### config.mk
export PLATFORM = sky130hd
export DESIGN_NAME = instruction_sequencer
export DESIGN_NICKNAME = d
export VERILOG_FILES = /design/src/logic/seq_pkg.sv /design/src/logic/alu8.sv /design/src/logic/instruction_sequencer.sv
export VERILOG_INCLUDE_DIRS = /design/src /design/src/logic
export SDC_FILE = /design/constraint.sdc
export NUM_CORES = 1
export LEC_CHECK = 0
export ABC_AREA = 1
export CORE_ASPECT_RATIO = 1.75
export CORE_UTILIZATION = 45
export CTS_CLUSTER_SIZE = 12
export DETAILED_ROUTE_END_ITERATION = 10
export DONT_BUFFER_PORTS = 1
export HOLD_SLACK_MARGIN = 0.08
export SLEW_MARGIN = 20
export SYNTH_ARGS = -nofsm -noshare
export SYNTH_HDL_FRONTEND = slang
export SYNTH_SLANG_ARGS = --single-unit
export TNS_END_PERCENT = 50
### constraint.sdc
create_clock -name clock -period 5.1 [get_ports clock]
set_input_delay 0.765 -clock clock [delete_from_list [all_inputs] [get_ports clock]]
set_output_delay 0.765 -clock clock [all_outputs]
set_load 0.02 [all_outputs]
### src/logic/seq_consts.svh
// Purpose: Shared constants of the instruction sequencer
// Assumes: Included by its bare name
// Notes: Offsets, field positions, vectors and phase counts
`ifndef SEQ_CONSTS_SVH
`define SEQ_CONSTS_SVH
`define PC_W 12
`define INSN_W 15
`define DATA_W 8
`define STK_DEPTH 4
`define IRQ_N 6
`define PH_FETCH 2'h0
`define PH_LAST 2'h3
`define VEC_RESET 12'h000
`define VEC_INT0 12'h004
`define VEC_INT1 12'h008
`define VEC_CNT0 12'h00c
`define VEC_CNT1 12'h010
`define VEC_TBASE 12'h014
`define VEC_CLOCK 12'h018
`define REG_PC_LOW 2'h0
`define REG_ACC 2'h1
`define REG_STATUS 2'h2
`define ST_C 0
`define ST_AC 1
`define ST_Z 2
`define ST_OV 3
`endif

### src/logic/seq_pkg.sv
// Purpose: Types of the instruction sequencer
// Assumes: Nothing
// Notes: Instruction word is class[14:12], field[11:0]
package seq_pkg;
	typedef enum logic [2:0] {
		CL_ALU_A,
		CL_ALU_P,
		CL_JMP,
		CL_CALL,
		CL_RETURN,
		CL_RETURN_IRQ,
		CL_SKZ,
		CL_SKNZ
	} iclass_e;
	typedef enum logic [3:0] {
		ALU_ADD,
		ALU_ADC,
		ALU_SUB,
		ALU_SBC,
		ALU_DECIMAL_ADJUST,
		ALU_AND,
		ALU_OR,
		ALU_XOR,
		ALU_CPL,
		ALU_RR,
		ALU_RRC,
		ALU_RL,
		ALU_RLC,
		ALU_INC,
		ALU_DEC,
		ALU_MOV
	} alu_op_e;
endpackage

### src/logic/alu8.sv
// Purpose: Eight bit ALU with status update
// Assumes: Purely combinational
// Notes: Carry is not-borrow on subtract
`timescale 1ns/1ps
`include "seq_consts.svh"
module alu8
	import seq_pkg::*;
(
	// Operands
	input wire logic [7:0] a,
	input wire logic [7:0] b,
	input wire alu_op_e op,
	// Status
	input wire logic [3:0] st_in,
	output logic [7:0] res,
	output logic [3:0] st_out
);
	logic [7:0] bb;
	logic ci;
	logic [8:0] sum;
	logic [4:0] half;
	logic [8:0] adj;
	always_comb
	begin
		bb = b;
		ci = 1'b0;
		if (op == ALU_SUB || op == ALU_SBC)
			bb = ~b;
		if (op == ALU_SUB)
			ci = 1'b1;
		else if (op == ALU_ADC || op == ALU_SBC)
			ci = st_in[`ST_C];
		sum = {1'b0, a} + {1'b0, bb} + {8'h00, ci};
		half = {1'b0, a[3:0]} + {1'b0, bb[3:0]} + {4'h0, ci};
		adj = {1'b0, a};
		if (a[3:0] > 4'h9 || st_in[`ST_AC])
			adj = adj + 9'h006;
		if (adj[8:4] > 5'h09 || st_in[`ST_C])
			adj = adj + 9'h060;
		res = a;
		st_out = st_in;
		unique case (op)
			ALU_ADD, ALU_ADC, ALU_SUB, ALU_SBC:
			begin
				res = sum[7:0];
				st_out[`ST_C] = sum[8];
				st_out[`ST_AC] = half[4];
				st_out[`ST_OV] = (a[7] == bb[7]) && (sum[7] != a[7]);
			end
			ALU_DECIMAL_ADJUST:
			begin
				res = adj[7:0];
				st_out[`ST_C] = adj[8] | st_in[`ST_C];
			end
			ALU_AND: res = a & b;
			ALU_OR: res = a | b;
			ALU_XOR: res = a ^ b;
			ALU_CPL: res = ~a;
			ALU_RR: res = {a[0], a[7:1]};
			ALU_RRC:
			begin
				res = {st_in[`ST_C], a[7:1]};
				st_out[`ST_C] = a[0];
			end
			ALU_RL: res = {a[6:0], a[7]};
			ALU_RLC:
			begin
				res = {a[6:0], st_in[`ST_C]};
				st_out[`ST_C] = a[7];
			end
			ALU_INC: res = a + 8'h01;
			ALU_DEC: res = a - 8'h01;
			ALU_MOV: res = b;
		endcase
		if (!(op inside {ALU_RR, ALU_RRC, ALU_RL, ALU_RLC, ALU_MOV}))
			st_out[`ST_Z] = (res == 8'h00);
	end
endmodule // alu8

### src/logic/instruction_sequencer.sv
// Purpose: Four-phase instruction sequencer, program counter, return stack
// Assumes: Program memory answers combinationally on pm_addr
// Notes: Instruction word is class[14:12], operand or target[11:0]
// Overview of operation
// - The clock is split into four phases; four phases make one cycle.
// - Counter increments at phase one while the next word is fetched.
// - Fetch overlaps execute; jumps and calls take two cycles.
// - A taken skip discards the prefetched word and inserts a dummy cycle.
// - The program counter is twelve bits wide.
// - Reset loads zero; each interrupt source loads its own fixed vector.
// - Writing the low counter byte keeps the upper bits and inserts a dummy.
// - Jumps and calls load all twelve counter bits from the word.
// - Returns restore all twelve counter bits from the stack.
// - Four-entry stack holds counter values only and is not software visible.
// - Every call and interrupt acknowledge pushes the counter less one.
// - After reset the stack index points at entry zero, the first level a push fills.
// - With the stack full interrupts wait until a return frees a level.
// - A call with the stack full still executes and overflows.
// - Only the low counter byte is readable and writable by software.
// - The ALU writes its destination and updates the status flags.
// - ALU offers add, subtract, decimal adjust, logic, rotates, inc, dec.
// - The datapath is eight bits wide through the accumulator.
`timescale 1ns/1ps
`include "seq_consts.svh"
module instruction_sequencer
	import seq_pkg::*;
#(
	parameter int STK_DEPTH = `STK_DEPTH
)
(
	// Clock and reset
	input wire logic clock,
	input wire logic rst_b,
	// Program memory
	output logic [`PC_W-1:0] pm_addr,
	input wire logic [`INSN_W-1:0] pm_data,
	// Interrupts
	input wire logic [`IRQ_N-1:0] irq_req,
	output logic irq_ack,
	output logic [2:0] irq_ack_id,
	output logic irq_return,
	// Register port
	input wire logic [1:0] reg_addr,
	input wire logic [`DATA_W-1:0] reg_wdata,
	input wire logic reg_wr,
	input wire logic reg_rd,
	output logic [`DATA_W-1:0] reg_rdata,
	// Sequencer state
	output logic [1:0] cycle_phases,
	output logic dummy_cycle,
	output logic stack_full
);
	localparam int IW = $clog2(STK_DEPTH);
	localparam logic [`IRQ_N-1:0][`PC_W-1:0] VEC = {
		`VEC_CLOCK, `VEC_TBASE, `VEC_CNT1, `VEC_CNT0, `VEC_INT1, `VEC_INT0
	};

	typedef struct packed {
		logic [1:0] ph;
		logic [`PC_W-1:0] pc;
		logic [`INSN_W-1:0] fetch;
		logic [`INSN_W-1:0] exec;
		logic exec_v;
		logic flush;
		logic [STK_DEPTH-1:0][`PC_W-1:0] stk;
		logic [IW-1:0] idx;
		logic [IW:0] cnt;
		logic [`DATA_W-1:0] acc;
		logic [3:0] status;
		logic [`DATA_W-1:0] rdata;
		logic ack;
		logic [2:0] ack_id;
		logic iret;
	} seq_s;

	seq_s st_q;
	seq_s st_d;
	iclass_e cls;
	logic exec_now;
	logic full;
	logic redir;
	logic pc_wr;
	logic irq_hit;
	logic [2:0] irq_id;
	logic push_en;
	logic pop_en;
	logic [`PC_W-1:0] push_val;
	logic [`PC_W-1:0] top;
	logic [`PC_W-1:0] ret_addr;
	logic [`DATA_W-1:0] alu_a;
	logic [`DATA_W-1:0] alu_res;
	logic [3:0] alu_st;

	assign cls = iclass_e'(st_q.exec[14:12]);
	assign exec_now = (st_q.ph == `PH_LAST) && st_q.exec_v;
	assign full = (st_q.cnt == (IW+1)'(STK_DEPTH));
	assign top = st_q.stk[IW'(st_q.idx - IW'(1))];
	// The prefetched word sits one behind the incremented counter
	assign ret_addr = st_q.pc - `PC_W'(1);
	assign alu_a = (cls == CL_ALU_P) ? st_q.pc[7:0] : st_q.acc;

	alu8 u_alu (
		.a(alu_a),
		.b(st_q.exec[7:0]),
		.op(alu_op_e'(st_q.exec[11:8])),
		.st_in(st_q.status),
		.res(alu_res),
		.st_out(alu_st)
	);

	always_comb
	begin
		st_d = st_q;
		redir = 1'b0;
		push_en = 1'b0;
		pop_en = 1'b0;
		push_val = ret_addr;
		irq_hit = 1'b0;
		irq_id = 3'h0;
		pc_wr = reg_wr && (reg_addr == `REG_PC_LOW);
		st_d.ph = st_q.ph + 2'h1;
		st_d.ack = 1'b0;
		st_d.iret = 1'b0;
		st_d.rdata = '0;
		if (reg_rd)
		begin
			case (reg_addr)
				`REG_PC_LOW: st_d.rdata = st_q.pc[7:0];
				`REG_ACC: st_d.rdata = st_q.acc;
				`REG_STATUS: st_d.rdata = {3'h0, full, st_q.status};
				default: st_d.rdata = '0;
			endcase
		end
		if (st_q.ph == `PH_FETCH)
		begin
			st_d.pc = st_q.pc + `PC_W'(1);
			st_d.fetch = pm_data;
		end
		if (pc_wr)
		begin
			st_d.pc = {st_q.pc[11:8], reg_wdata};
			st_d.flush = 1'b1;
		end
		if (reg_wr && reg_addr == `REG_ACC)
			st_d.acc = reg_wdata;
		if (exec_now)
		begin
			unique case (cls)
				CL_ALU_A:
				begin
					st_d.acc = alu_res;
					st_d.status = alu_st;
				end
				CL_ALU_P:
				begin
					st_d.pc = {st_q.pc[11:8], alu_res};
					st_d.status = alu_st;
					redir = 1'b1;
				end
				CL_JMP:
				begin
					st_d.pc = st_q.exec[11:0];
					redir = 1'b1;
				end
				CL_CALL:
				begin
					push_en = 1'b1;
					st_d.pc = st_q.exec[11:0];
					redir = 1'b1;
				end
				CL_RETURN, CL_RETURN_IRQ:
				begin
					pop_en = 1'b1;
					st_d.pc = top;
					st_d.iret = (cls == CL_RETURN_IRQ);
					redir = 1'b1;
				end
				CL_SKZ:
					redir = (st_q.acc == '0);
				CL_SKNZ:
					redir = (st_q.acc != '0);
			endcase
		end
		// Entry waits for a cycle with no redirect, so the pushed address
		// names a word that has not executed yet
		if (st_q.ph == `PH_LAST && !redir && !pc_wr && !st_q.flush && !full)
		begin
			for (int i = `IRQ_N - 1; i >= 0; i--)
			begin
				if (irq_req[i])
				begin
					irq_hit = 1'b1;
					irq_id = 3'(i);
				end
			end
		end
		if (irq_hit)
		begin
			push_en = 1'b1;
			st_d.pc = VEC[irq_id];
			st_d.ack = 1'b1;
			st_d.ack_id = irq_id;
			redir = 1'b1;
		end
		// A push with the stack full wraps the index over the oldest entry
		if (push_en)
		begin
			st_d.stk[st_q.idx] = push_val;
			st_d.idx = st_q.idx + IW'(1);
			if (!full)
				st_d.cnt = st_q.cnt + (IW+1)'(1);
		end
		if (pop_en)
		begin
			st_d.idx = st_q.idx - IW'(1);
			if (st_q.cnt != '0)
				st_d.cnt = st_q.cnt - (IW+1)'(1);
		end
		if (st_q.ph == `PH_LAST)
		begin
			st_d.exec = st_q.fetch;
			st_d.exec_v = !(redir || pc_wr || st_q.flush);
			st_d.flush = 1'b0;
		end
	end

	always_ff @(posedge clock)
	begin
		if (!rst_b)
		begin
			st_q <= '0;
			st_q.pc <= `VEC_RESET;
		end
		else
		begin
			st_q <= st_d;
		end
	end

	assign pm_addr = st_q.pc;
	assign irq_ack = st_q.ack;
	assign irq_ack_id = st_q.ack_id;
	assign irq_return = st_q.iret;
	assign reg_rdata = st_q.rdata;
	assign cycle_phases = st_q.ph;
	assign dummy_cycle = !st_q.exec_v;
	assign stack_full = full;
endmodule // instruction_sequencer

# After elaboration in Yosys (flattened, before gate mapping)
# Memories as Yosys holds them, arrays and structs flattened.
# Cells that the tools add are included.
[word_totals]
word_cells = 177
ram_bits = 0
rom_bits = 96
latchBits = 0
input_bits = 35
n_memories = 1
regBits = 124
[mem_list]
columns = ["memory", "words", "width", "read_ports", "rd_clocked_by_memory_dff", "wr", "line_no", "rtl"]
rows = [
  ["(no name shown)", 8, 12, 1, 0, 0, "instruction_sequencer.sv:200", "st_d.pc = VEC[irq_id];"],
]
[classes]
shifts = 0
n_eq_ne = 29
mul = 0
n_lt_le_gt_ge = 6
addsub = 15
muxes = 54
n_reduce_logical = 43
n_div = 0
bitwise_logic = 8
[ops]
columns = ["op", "count"]
rows = [
  ["$pmux 8 s13", 1],
  ["$mux 12", 7],
  ["$bwmux 48", 1],
  ["$pmux 12 s3", 1],
  ["$eq 4x4->1 const B", 8],
  ["$mux 8", 4],
  ["$mux 27", 1],
  ["$mux 3", 9],
  ["$bmux 12 s2", 1],
  ["$demux 12 s2", 1],
  ["$pmux 8 s3", 1],
  ["$mux 1", 19],
  ["$mux 9", 2],
  ["$eq 4x3->1 const B", 4],
  ["$logic_not 8->1", 2],
  ["$not 8->8", 2],
  ["$eq 3x3->1 const B", 5],
  ["$add 12x1->12 const B", 1],
  ["$reduce_and 3->1", 4],
  ["$sub 12x1->12 const B", 1],
  ["$mux 5", 2],
  ["$add 8x3->9 const B", 1],
  ["$add 8x8->9", 1],
  ["$add 9x1->9", 1],
  ["46 further kinds", 75],
]

# Logic depth before layout (Yosys ltp)
# Gate-level depths: netlist of the first run.
[depth]
ltp_word = 14
mapped_depth = 25
ltp_nobuf = 25

# By module
# Synthesis of the first run repeated with hierarchy kept, for this count alone.
[unflattened]
cells_unflattened = 1281
hier_area_um2 = 8350.5
[by_module_without_submodules]
columns = ["module", "area_per_inst_um2", "cells_per_inst", "n_inst"]
rows = [
  ["instruction_sequencer", 6327.3, 920, 1],
  ["alu8", 2023.2, 361, 1],
]

# Least setup slack after synthesis of the first run
# Ideal clock, no wire load.
[synth_timing]
kind = "register to register"
startpoint = "reg st_q[90] in the netlist's numbering"
endpoint = "reg st_q[15] in the netlist's numbering"
path_stages_with_launch = 17
period_less_slack_ns = 3.260
arrival_time_ns = 3.195
path_buffers = 1
setup_time_ns = 0.065
slack_ns = 1.840
path_cell_list = "dfxtp_1 -> nor2_1 -> clkbuf_1 -> nand2_1 -> xor2_1 -> fa_1 -> fa_1 -> o21ai_0 -> a21oi_1 -> o21ai_0 -> xnor2_1 -> nand2_1 -> nand2_1 -> nand2_1 -> nor2_1 -> nor2_1 -> nor2_1"
[synth_between]
elab_chain_len = 7
[synth_lines]
columns = ["item", "line_no", "rtl"]
rows = [
  ["start, declared", "instruction_sequencer.sv:76", "seq_s st_q;"],
  ["start signal, assigned", "instruction_sequencer.sv:236", "st_q <= st_d;"],
  ["$eq 4x2->1 (tied with other cells)", "alu8.sv:27, alu8.sv:29, alu8.sv:42", ""],
  ["$logic_or 1x1->1 (on tied branches)", "alu8.sv:27, alu8.sv:31", ""],
  ["$mux 8 or $mux 1 (tied branches)", "alu8.sv:27, alu8.sv:31", ""],
  ["$add 8x8->9 or $mux 1 (tied branches)", "alu8.sv:33, alu8.sv:29", ""],
  ["$add 9x1->9", "alu8.sv:33", "sum = {1'b0, a} + {1'b0, bb} + {8'h00, ci};"],
  ["$pmux 8 s13", "alu8.sv:42", "unique case (op)"],
  ["$logic_not 8->1", "alu8.sv:76", "st_out[`ST_Z] = (res == 8'h00);"],
]
# Several ways; a longest one is shown, not always the timed one.
# A chain may end at the register's enable or synchronous reset.

# Final worst setup path of the first run
# Same ends and word-level chain as after synthesis.

==> summary.md, run 1 <==
| Metric | Value |
|---|---|
| Status | `complete, no violations` |
| Final Skew | `0.00855 ns` |
| Syn_nets | `1274` |
| Initial antenna violation count | `0` |
| Top post-synthesis cells by area | `dfxtp_1 31%, nand2_1 10%, o21ai_0 8.4%, a21oi_1 8.1%, ha_1 5.9%` |
| Area post-placement | `0.00801 sq mm` |
| Post-Synth Simple-Gate Area | `0.269` |
| Slowest-stage cell, CP | `nor2_1` |
| Antenna Nets Post-Route | `0` |
| Worst Tran Pin Value | `0.919 ns` |
| DRT iter0 DRCs | `497` |
| Area of the multi-input gates | `0.00468 sq mm` |
| Final period util | `0.786` |
| Logic gate share of total power | `0.160` |
| Reg2Reg Setup Slack | `1.09 ns` |
| Crit Path Class | `reg2reg` |
| Hold Path Cell Cnt | `2` |
| Core area | `0.0175 sq mm` |
| CP Launch Type | `flip-flop` |
| Worst path top cell family by delay | `simple AND/OR/NAND/NOR gates` |
| CP bufs+invs | `0` |
| Die Span Y | `179 um` |
| Drt total wl | `26.4 mm` |
| Starting density of the core | `0.460` |
| Max FO, Critical Path | `11` |
| Proportion of synthesized area in mux cells | `0` |
| Ys async rst share | `0` |
| Setup WS post-layout | `1.09 ns` |
| Hold Vio Cnt, Final | `0` |
| Fillers | `1848` |
| Post-Syn Area | `0.00807 sq mm` |
| Number of diodes | `0` |
| Htree depth | `4` |
| FP Rows | `64` |
| Top cell type by total area after synthesis | `dfxtp_1` |
| Critical path required time | `5.45 ns` |
| Post-synth top cells | `217 x nand2_1, 135 x o21ai_0, 130 x a21oi_1` |
| Clock buffer count from CTS | `17` |
| Max VDD drop | `0.254 mV` |
| R2R depth | `15` |
| Total power density per cell area | `324 mW/mm^2` |
| Final #Nets | `1232` |
| Clock Path Buffers | `2` |
| Clk root buf | `clkbuf_16` |
| Yosys top cell area share | `0.308` |
| Post-CTS Resized | `0` |
| Core Util, Final | `0.493` |
| I/O Pins | `64` |
| Chip width | `103 um` |
| F_max | `249 MHz` |
| Die area | `0.0185 sq mm` |
| Sequential share of the synthesized area | `0.308` |
| Top-count cell post-synth | `nand2_1` |
| Hold Crit Class | `reg2reg` |
| Fin. max-slew vios | `0` |
| Setup TNS | `0 ns` |
| Number of synthesized flops with an enable pin | `0` |
| Final min period | `4.01 ns` |
| Hold endpoint | `st_q[51]$_SDFFE_PN0P_` |
| Mapped Avg Cell Area | `6.74 sq um` |
| Internal power | `0.00196 W` |
| Post-synth top flop | `dfxtp_1` |
| Register Area | `0.00248 sq mm` |
| Congestion Overflow GR | `0` |
| Area growth, synth to finish | `7.13%` |
| Clock tree from TritonCTS | `yes` |
| CP endpoint kind | `flip-flop` |
| Number of synthesis warnings | `0` |
| Largest family of logic cells by synthesized area | `simple AND/OR/NAND/NOR gates` |
| Crit path DAT | `4.36 ns` |
| DR vias | `7881` |
| Worst R2R End | `st_q[15]$_SDFFE_PN0P_` |
| Post-Synth Adder-Cell Area | `0.0663` |
| Post-route cell area | `0.00865 sq mm` |
| First-pass GRT wire length | `40.5 mm` |
| P_leak | `3.79 nW` |
| Number of max-cap violations | `0` |
| Mapped Cells | `1198` |
| Routed WL per cell | `18.9 um` |
| Hold slack | `0.445 ns` |
| Hpwl dp | `20.2 mm` |
| Post-synthesis register bit count | `124` |
| Switch share | `0.302` |
| Hold-fix buffers at CTS | `0` |
| Sequential power share | `0.374` |
| Largest net degree at the start of global routing | `92` |
| Pre-CTS setup slack | `1.15 ns` |
| Worst slew margin | `0.387` |
| Clk slew on worst S/H paths | `0.06 ns` |
| DR pass1 iterations | `5` |
| Unrepaired setup endpoints after global routing | `false` |
| Clk network pwr share | `0.466` |
| Compound-Gate Fraction of Synth Area | `0.218` |
| Cell Chain, Critical Path | `nor2_1 -> nand2_1 -> xor2_1 -> fa_1 -> fa_1 -> o21ai_0 -> a21oi_1 -> o21ai_0 -> xnor2_1 -> nand2_1 -> nand2_1 -> nand2_1 -> nor2_1 -> nor2_1 -> nor2_1` |
| Clock latency on the worst-skew pair | `0.43 ns` |
| Worst path max stage delay | `0.59 ns` |
| DR DRC count | `0` |
| Psw | `0.000846 W` |
| Vias per cell | `5.63` |
| Final setup vio count | `0` |
| Clock sink count | `124` |
| Vias in the first global route | `7345` |
| Port buffer count | `0` |
| R2R Path Start | `st_q[90]$_SDFFE_PN0N_` |
| GP Congestion | `0.962` |
| Total track usage | `0.299` |
| XOR/XNOR share of the synthesized area | `0.0260` |
| Fraction of layout cells with a size suffix above 1 | `0.0796` |
| HP Start | `st_q[51]$_SDFFE_PN0P_` |
| # Post-CTS Setup Buffers | `0` |
| Yosys cell types | `51` |
cell usage in the layout (no fill, tap or decap), types with 7 or more instances in the layout:
cell       instances
xor2_1            18
clkbuf_16         17
o21ai_0          135
inv_1            121
nor2_1           122
ha_1              38
nor3_1            18
a21oi_1          130
dfxtp_1          124
nand2_1          217
inv_2             11
a211oi_1           7
o211ai_1          14
nand4_1           11
nand2_4           10
nand3_1           70
nand2_2           15
worst max-delay path by stage:
stage | start | endpoint | slack, ns | cells past startpoint
2_1_floorplan | st_q[90]$_SDFFE_PN0N_ | st_q[15]$_SDFFE_PN0P_ | 1.84 | 16
3_3_place_gp | st_q[90]$_SDFFE_PN0N_ | st_q[15]$_SDFFE_PN0P_ | 1.22 | 15
3_5_place_dp | st_q[90]$_SDFFE_PN0N_ | st_q[15]$_SDFFE_PN0P_ | 1.15 | 15
4_1_cts | st_q[90]$_SDFFE_PN0N_ | st_q[15]$_SDFFE_PN0P_ | 1.11 | 15
5_1_grt | st_q[90]$_SDFFE_PN0N_ | st_q[15]$_SDFFE_PN0P_ | 0.74 | 15
6_report | st_q[90]$_SDFFE_PN0N_ | st_q[15]$_SDFFE_PN0P_ | 1.09 | 15
layer usage:
layer,up-vias,part of all wire,GRT usage
met5,-,0,0
met3,106,0.041,0.0491
met4,0,0.080,0.234
met1,3670,0.36,0.303
li1,3894,-,-
met2,211,0.52,0.533
power by group through the flow:
stage | logic [W] | clock network (W) | registers [W]
6_report | 0.000449 | 0.00131 | 0.00105
5_1_grt | 0.000497 | 0.00136 | 0.00105
4_1_cts | 0.000444 | 0.00132 | 0.00105
3_5_place_dp | 0.000441 | 0 | 0.00107
3_3_place_gp | 0.000439 | 0 | 0.00107
2_1_floorplan | 0.000345 | 0 | 0.00105
layout make-up:
| type | instances | share of cell area |
|---|---|---|
| multi-input combinational | 870 | 0.541 |
| inverter | 137 | 0.0598 |
| sequential | 124 | 0.287 |
| clock buffer | 17 | 0.0492 |
| timing repair buffer | 6 | 0.00521 |
| clock inverter | 15 | 0.0246 |
| tap | 231 | 0.0334 |
cells by family after synthesis:
kind of cell	Yosys count
AOI/OAI and AO/OA	321
and+or+nand+nor	484
buffers and inverters	204
adders and majority gates	41
DFF	124
xor gates and xnor gates	24
per-stage QoR:
step | total power (W) | std cells
floorplan | 0.00139 | 1198
global placement | 0.00151 | 1368
detailed placement | 0.00151 | 1368
CTS | 0.00281 | 1400
global route | 0.00291 | 1400
finish | 0.00280 | 1400
flip-flops by register name, indices dropped and copies added, names as in the netlist:
| register | cells |
|---|---|
| reg_rdata | 8 |
| irq_ack_id | 3 |
| cls | 3 |
| irq_return | 1 |
| st_q | 94 |
| irq_ack | 1 |
| pm_addr | 12 |
| cycle_phases | 2 |
worst min-delay path, cell delays in order, from the launching register on:
cell and delay [ns]:
dfxtp_1 0.30, inv_1 0.05, a21oi_1 0.05
No activity file was read; power rests on OpenSTA's default activity.
==> inputs of run 2 (changes only) <==
Clock period 5.1 ns to 3.9 ns, I/O delays scaled along.
==> run 2 against run 1 <==
Count of clock-buffer cells in the layout did not move. Global-route usage rose by 1.0 points. Cell count rose by 0.93%. Sequential share of layout area fell by 0.12 points. Register-to-register slack got worse by 0.52 ns. Worst setup slack got worse by 0.52 ns. Design area rose by 0.41%. Critical endpoint unchanged.
==> summary.md, run 2 (synthesis gave the netlist of run 1 again) <==
| Metric | Value |
|---|---|
| Status | `complete, no violations` |
| Final setup vio count | `0 (unchanged)` |
| Htree depth | `4 (unchanged)` |
| DR vias | `7936 (+0.70%)` |
| Non-filler cells, final | `1413 (+0.93%)` |
| Area growth, synth to finish | `7.56%` |
| Drt total wl | `27.2 mm (+2.9%)` |
| I/O Pins | `64 (unchanged)` |
| Core area | `0.0175 sq mm (unchanged)` |
| Most frequent cells in the layout | `217 x nand2_1, 135 x o21ai_0, 130 x a21oi_1` |
| Final min period | `3.33 ns (-0.675 ns)` |
| Unrepaired setup endpoints after global routing | `false` |
| Total track usage | `0.310 (+0.0103)` |
| Die area | `0.0185 sq mm (unchanged)` |
| Hpwl dp | `20.7 mm (+2.4%)` |
| F_max | `300 MHz (+20%)` |
| Clk root buf | `clkbuf_16` |
| Clk network pwr share | `0.439 (-0.027)` |
| Commonest non-fill, non-tap cell in the layout | `nand2_1` |
| DR pass1 iterations | `5 (unchanged)` |
| CP bufs+invs | `1 (+1)` |
| Logic gate share of total power | `0.172 (+0.012)` |
| Clock buffer count from CTS | `17 (unchanged)` |
| Internal power | `0.00243 W (+24%)` |
| Clock Path Buffers | `2 (unchanged)` |
| Psw | `0.00109 W (+29%)` |
| Post-CTS Resized | `0 (unchanged)` |
| Setup TNS | `0 ns (unchanged)` |
| Clock latency on the worst-skew pair | `0.43 ns (about the same)` |
| Final Skew | `0.00761 ns (-0.000941 ns)` |
| Congestion Overflow GR | `0 (unchanged)` |
| Vias in the first global route | `7711 (+5.0%)` |
| Initial antenna violation count | `0 (unchanged)` |
| Final #Nets | `1245 (+1.1%)` |
| Max FO, Critical Path | `17 (+6)` |
| DRT iter0 DRCs | `513 (+3.2%)` |
| Worst path top cell family by delay | `simple AND/OR/NAND/NOR gates` |
| Crit Path Class | `reg2reg` |
| DR DRC count | `0 (unchanged)` |
| Worst path max stage delay | `0.47 ns (-0.12 ns)` |
| Starting density of the core | `0.460 (unchanged)` |
| Worst Tran Pin Value | `0.855 ns (-0.0636 ns)` |
| Critical path required time | `4.25 ns (-1.20 ns)` |
| Fraction of layout cells with a size suffix above 1 | `0.0897 (+0.0101)` |
| Routed WL per cell | `19.3 um (+2.0%)` |
| Vias per cell | `5.62 (-0.23%)` |
| Clock tree from TritonCTS | `yes` |
| Core Util, Final | `0.495 (+0.00200)` |
| Chip width | `103 um (unchanged)` |
| Crit path DAT | `3.69 ns (-0.67 ns)` |
| CP endpoint kind | `flip-flop` |
| P_leak | `3.81 nW (+0.61%)` |
| Cells after DPL | `1381 (+0.95%)` |
| Antenna Nets Post-Route | `0 (unchanged)` |
| Number of max-cap violations | `0 (unchanged)` |
| Die Span Y | `179 um (unchanged)` |
| FP Rows | `64 (unchanged)` |
| Max reg flops | `94 (unchanged)` |
| Largest net degree at the start of global routing | `92 (unchanged)` |
| Hold slack | `0.271 ns (-0.174 ns)` |
| Max VDD drop | `0.323 mV (+27%)` |
| Hold Crit Class | `in2reg` |
| GP Congestion | `0.990 (+2.9%)` |
| Cell Chain, Critical Path | `inv_2 -> nand3_4 -> nand2_4 -> nand2_4 -> fa_1 -> fa_1 -> o21ai_0 -> a21oi_1 -> o21ai_0 -> xnor2_1 -> nand2_1 -> nand2_1 -> nand2_1 -> nor2_1 -> nor2_1 -> nor2_1` |
| Hold Vio Cnt, Final | `0 (unchanged)` |
| Total power density per cell area | `405 mW/mm^2 (+25%)` |
| Fin. max-slew vios | `0 (unchanged)` |
| Clk slew on worst S/H paths | `0.06 ns (about the same)` |
| Number of diodes | `0 (unchanged)` |
| Hold-fix buffers at CTS | `0 (unchanged)` |
| Slowest-stage cell, CP | `fa_1` |
| Clock sink count | `124 (unchanged)` |
| Final period util | `0.855 (+0.0687)` |
| CP Launch Type | `flip-flop` |
| First-pass GRT wire length | `41.7 mm (+3.1%)` |
| Worst slew margin | `0.430 (+0.0424)` |
| # Post-CTS Setup Buffers | `0 (unchanged)` |
| Switch share | `0.310 (+0.00810)` |
| Sequential power share | `0.389 (+0.015)` |
| Port buffer count | `0 (unchanged)` |
| Biggest register | `st_q` |
[run 2: layout make-up]
type	count	area (sq um)
timing repair buffer	19	143
clock buffer	17	425
tap	231	289
inverter	137	517
clock inverter	15	150
sequential	124	2480
multi-input combinational	870	4680
fill	1804	8850
[run 2: power by group through the flow]
stage / logic, W / registers [W] / clock network [W]
2_1_floorplan: 0.000451 / 0.00137 / 0
3_3_place_gp: 0.000590 / 0.00139 / 0
3_5_place_dp: 0.000594 / 0.00139 / 0
4_1_cts: 0.000596 / 0.00136 / 0.00156
5_1_grt: 0.000670 / 0.00137 / 0.00162
6_report: 0.000604 / 0.00137 / 0.00154
[run 2: through the flow]
| step | power [W] | area, sq um | worst slack [ns] |
|---|---|---|---|
| floorplan | 0.00182 | 8070 | 0.640 |
| global placement | 0.00198 | 8110 | 0.641 |
| detailed placement | 0.00199 | 8110 | 0.598 |
| CTS | 0.00352 | 8680 | 0.583 |
| global route | 0.00366 | 8680 | 0.155 |
| finish | 0.00352 | 8680 | 0.565 |
[run 2: final timing paths]
check,from,endpoint,slack (ns),cells after the start
worst max-delay path,cls[2]$_SDFFE_PN0N_,st_q[15]$_SDFFE_PN0P_,0.57,16
worst min-delay path,rst_b,cycle_phases[1]$_SDFF_PN0_,0.27,2
worst max register to register,cls[2]$_SDFFE_PN0N_,st_q[15]$_SDFFE_PN0P_,0.57,16
worst min register to register,st_q[51]$_SDFFE_PN0P_,st_q[51]$_SDFFE_PN0P_,0.45,2
[run 2: worst register-to-register path: stages, from the launching register on]
cell,delay (ns)
dfxtp_1,0.38
inv_2,0.14
nand3_4,0.26
nand2_4,0.16
nand2_4,0.11
fa_1,0.47
fa_1,0.41
o21ai_0,0.37
a21oi_1,0.11
o21ai_0,0.28
xnor2_1,0.16
nand2_1,0.08
nand2_1,0.09
nand2_1,0.06
nor2_1,0.08
nor2_1,0.04
nor2_1,0.07
[run 2: routing by layer]
layer	up-vias	routed length, um	track usage
li1	3911	-	-
met1	3635	9510	0.303
met2	258	13900	0.542
met3	132	1430	0.0632
met4	0	2410	0.269
met5	-	0	0
==> inputs of run 3 (changes only) <==
==> constraint.sdc (replaced) <==
create_clock -name clock -period 3.9 [get_ports clock]
set_input_delay 0.195 -clock clock [delete_from_list [all_inputs] [get_ports clock]]
set_output_delay 0.195 -clock clock [all_outputs]
set_load 0.02 [all_outputs]
==> run 3 against run 2 <==
Via count rose by 3.4%. Sequential share of layout area fell by 1.2 points. Hold slack worse by 0.18 ns. Highest routed layer unchanged. Critical path type unchanged. Utilization up 2.2 points. Sequential power barely moved.
==> summary.md, run 3 (synthesis gave the netlist of run 1 again) <==
| Metric | Value |
|---|---|
| Initial antenna violation count | `0 (unchanged)` |
| Area growth, synth to finish | `12.4%` |
| P_leak | `3.98 nW (+4.3%)` |
| Hold Path Cell Cnt | `3 (+1)` |
| Reg2Reg Setup Slack | `0.62 ns (+0.06 ns)` |
| Final period util | `0.840 (-0.0148)` |
| Final Skew | `0.00586 ns (-0.00175 ns)` |
| Fraction of layout cells with a size suffix above 1 | `0.0873 (-0.00236)` |
| Fin. max-slew vios | `0 (unchanged)` |
| CP Launch Type | `flip-flop` |
| # Post-CTS Setup Buffers | `0 (unchanged)` |
| Final min period | `3.28 ns (-0.0578 ns)` |
| Hold endpoint | `st_q[19]$_SDFF_PN0_` |
| Worst slew margin | `0.369 (-0.0610)` |
| Chip width | `103 um (unchanged)` |
| FP Rows | `64 (unchanged)` |
| GP Congestion | `0.987 (-0.30%)` |
| Core area | `0.0175 sq mm (unchanged)` |
| Total power density per cell area | `406 mW/mm^2 (+0.26%)` |
| Vias in the first global route | `7911 (+2.6%)` |
| Starting density of the core | `0.460 (unchanged)` |
| First-pass GRT wire length | `43.2 mm (+3.4%)` |
| DR vias | `8205 (+3.4%)` |
| F_max | `305 MHz (+1.8%)` |
| Clock sink count | `124 (unchanged)` |
| Cells after DPL | `1380 (-0.072%)` |
| HP Start | `reg_wr` |
| Largest net degree at the start of global routing | `88 (-4.3%)` |
| Die area | `0.0185 sq mm (unchanged)` |
| Max reg flops | `94 (unchanged)` |
| DR DRC count | `0 (unchanged)` |
| Final #Nets | `1277 (+2.6%)` |
| R2R depth | `17 (+1)` |
| Worst path max stage delay | `0.47 ns (about the same)` |
| Total track usage | `0.320 (+0.00982)` |
| Htree depth | `4 (unchanged)` |
| Drt total wl | `28.2 mm (+3.5%)` |
| Hold Vio Cnt, Final | `0 (unchanged)` |
| Status | `complete, no violations` |
| Hpwl dp | `21.2 mm (+2.3%)` |
| CP dominant cell by count | `nand2_1` |
| Clock Path Buffers | `2 (unchanged)` |
| Worst Tran Pin Value | `0.947 ns (+0.0915 ns)` |
| Hold Crit Class | `in2reg` |
| Max VDD drop | `0.312 mV (-3.6%)` |
| Fillers | `1817 (+0.72%)` |
| Routed WL per cell | `19.5 um (+1.2%)` |
| Clk slew on worst S/H paths | `0.06 ns (about the same)` |
| Non-filler cells, final | `1445 (+2.3%)` |
| R2R Path Start | `cls[1]$_SDFFE_PN0N_` |
| Core Util, Final | `0.517 (+0.0221)` |
| Clock tree from TritonCTS | `yes` |
| DRT iter0 DRCs | `424 (-17%)` |
| DR pass1 iterations | `5 (unchanged)` |
| Most frequent cells in the layout | `217 x nand2_1, 135 x o21ai_0, 130 x a21oi_1` |
| Slowest-stage cell, CP | `fa_1` |
| Crit Path Class | `reg2reg` |
| Max FO, Critical Path | `10 (-7)` |
| Port buffer count | `0 (unchanged)` |
| Vias per cell | `5.68 (+1.1%)` |
| Clock latency on the worst-skew pair | `0.42 ns (about the same)` |
| Post-CTS Resized | `0 (unchanged)` |
| Cell Chain, Critical Path | `inv_2 -> nand2_2 -> nor2_4 -> nand2_1 -> nand2_4 -> fa_1 -> fa_1 -> o21ai_0 -> a21oi_1 -> o21ai_0 -> xnor2_1 -> nand2_1 -> nand2_1 -> nand2_1 -> nor2_1 -> nor2_1 -> nor2_1` |
| Commonest non-fill, non-tap cell in the layout | `nand2_1` |
| Number of max-cap violations | `0 (unchanged)` |
| Crit path DAT | `3.62 ns (-0.07 ns)` |
| Congestion Overflow GR | `0 (unchanged)` |
| Unrepaired setup endpoints after global routing | `false` |
| Worst R2R End | `st_q[15]$_SDFFE_PN0P_` |
| Biggest register | `st_q` |
| CP endpoint kind | `flip-flop` |
| Antenna Nets Post-Route | `0 (unchanged)` |
| Critical path required time | `4.25 ns (about the same)` |
| Number of diodes | `0 (unchanged)` |
| Area of the multi-input gates | `0.00468 sq mm (unchanged)` |
| Clk root buf | `clkbuf_16` |
| Setup TNS | `0 ns (unchanged)` |
| Die Span Y | `179 um (unchanged)` |
| Final setup vio count | `0 (unchanged)` |
| I/O Pins | `64 (unchanged)` |
| Clock buffer count from CTS | `17 (unchanged)` |
| Register Area | `0.00248 sq mm (unchanged)` |
## run 3: cell count changes in the layout (fill, tap and decap cells not counted), sizes merged
cell / previous run / this run
clkinvlp: 4 / 3
clkinv: 12 / 11
bufinv: 2 / 4
dlygate4sd3: 0 / 32
## run 3: critical path, delay by kind of cell, from the launching register on
kind                       cells  cell delay [ns]
AOI/OAI and AO/OA              3             0.76
xor gates and xnor gates       1             0.16
adders and majority gates      2             0.88
buffers and inverters          1             0.10
DFF                            1             0.41
and+or+nand+nor               10             0.87
## run 3: power breakdown
group	total, W	leakage [nW]	switching (W)	internal (W)
clock	0.00166	0.299	0.000597	0.00107
sequential	0.00137	1.01	0.0000490	0.00132
combinational	0.000653	2.67	0.000457	0.000195
total	0.00368	3.98	0.00110	0.00258
## run 3: layer usage
| metal | vias up | global-route usage | wire (um) |
|---|---|---|---|
| met5 | - | 0 | 0 |
| met4 | 0 | 0.274 | 2510 |
| met3 | 129 | 0.0585 | 1210 |
| met2 | 252 | 0.564 | 14600 |
| met1 | 3838 | 0.314 | 9850 |
| li1 | 3986 | - | - |
## run 3: how the worst max path moves through the flow
stage / slack (ns) / start / cells past startpoint / endpoint
6_report: 0.62 / cls[1]$_SDFFE_PN0N_ / 17 / st_q[15]$_SDFFE_PN0P_
5_1_grt: 0.34 / cls[2]$_SDFFE_PN0N_ / 22 / st_q[15]$_SDFFE_PN0P_
4_1_cts: 0.67 / cls[1]$_SDFFE_PN0N_ / 17 / st_q[15]$_SDFFE_PN0P_
3_5_place_dp: 0.69 / cls[1]$_SDFFE_PN0N_ / 17 / st_q[15]$_SDFFE_PN0P_
3_3_place_gp: 0.75 / cls[1]$_SDFFE_PN0N_ / 17 / st_q[15]$_SDFFE_PN0P_
2_1_floorplan: 0.64 / st_q[90]$_SDFFE_PN0N_ / 16 / st_q[15]$_SDFFE_PN0P_
## run 3: layout make-up
type / instances / share of cell area
Sequential cell: 124 / 0.274
Tap cell: 231 / 0.0319
Multi-Input combinational cell: 870 / 0.516
Clock inverter: 15 / 0.0218
Inverter: 137 / 0.0570
Timing Repair Buffer: 51 / 0.0532
Clock buffer: 17 / 0.0469
## run 3: metrics by stage
stage	hold WS (ns)	cell area, sq um	worst slack (ns)	power (W)
6_report	0.0907	9070	0.623	0.00368
5_1_grt	0.118	9070	0.342	0.00383
4_1_cts	0.0873	9070	0.668	0.00369
3_5_place_dp	0.308	8100	0.692	0.00199
3_3_place_gp	0.307	8100	0.750	0.00199
2_1_floorplan	0.330	8070	0.640	0.00182
## run 3: repair_timing
item                       4_1_cts  5_1_grt
hold endpoints to repair       103        0
hold buffers                    33        0
setup endpoints to repair        0        0
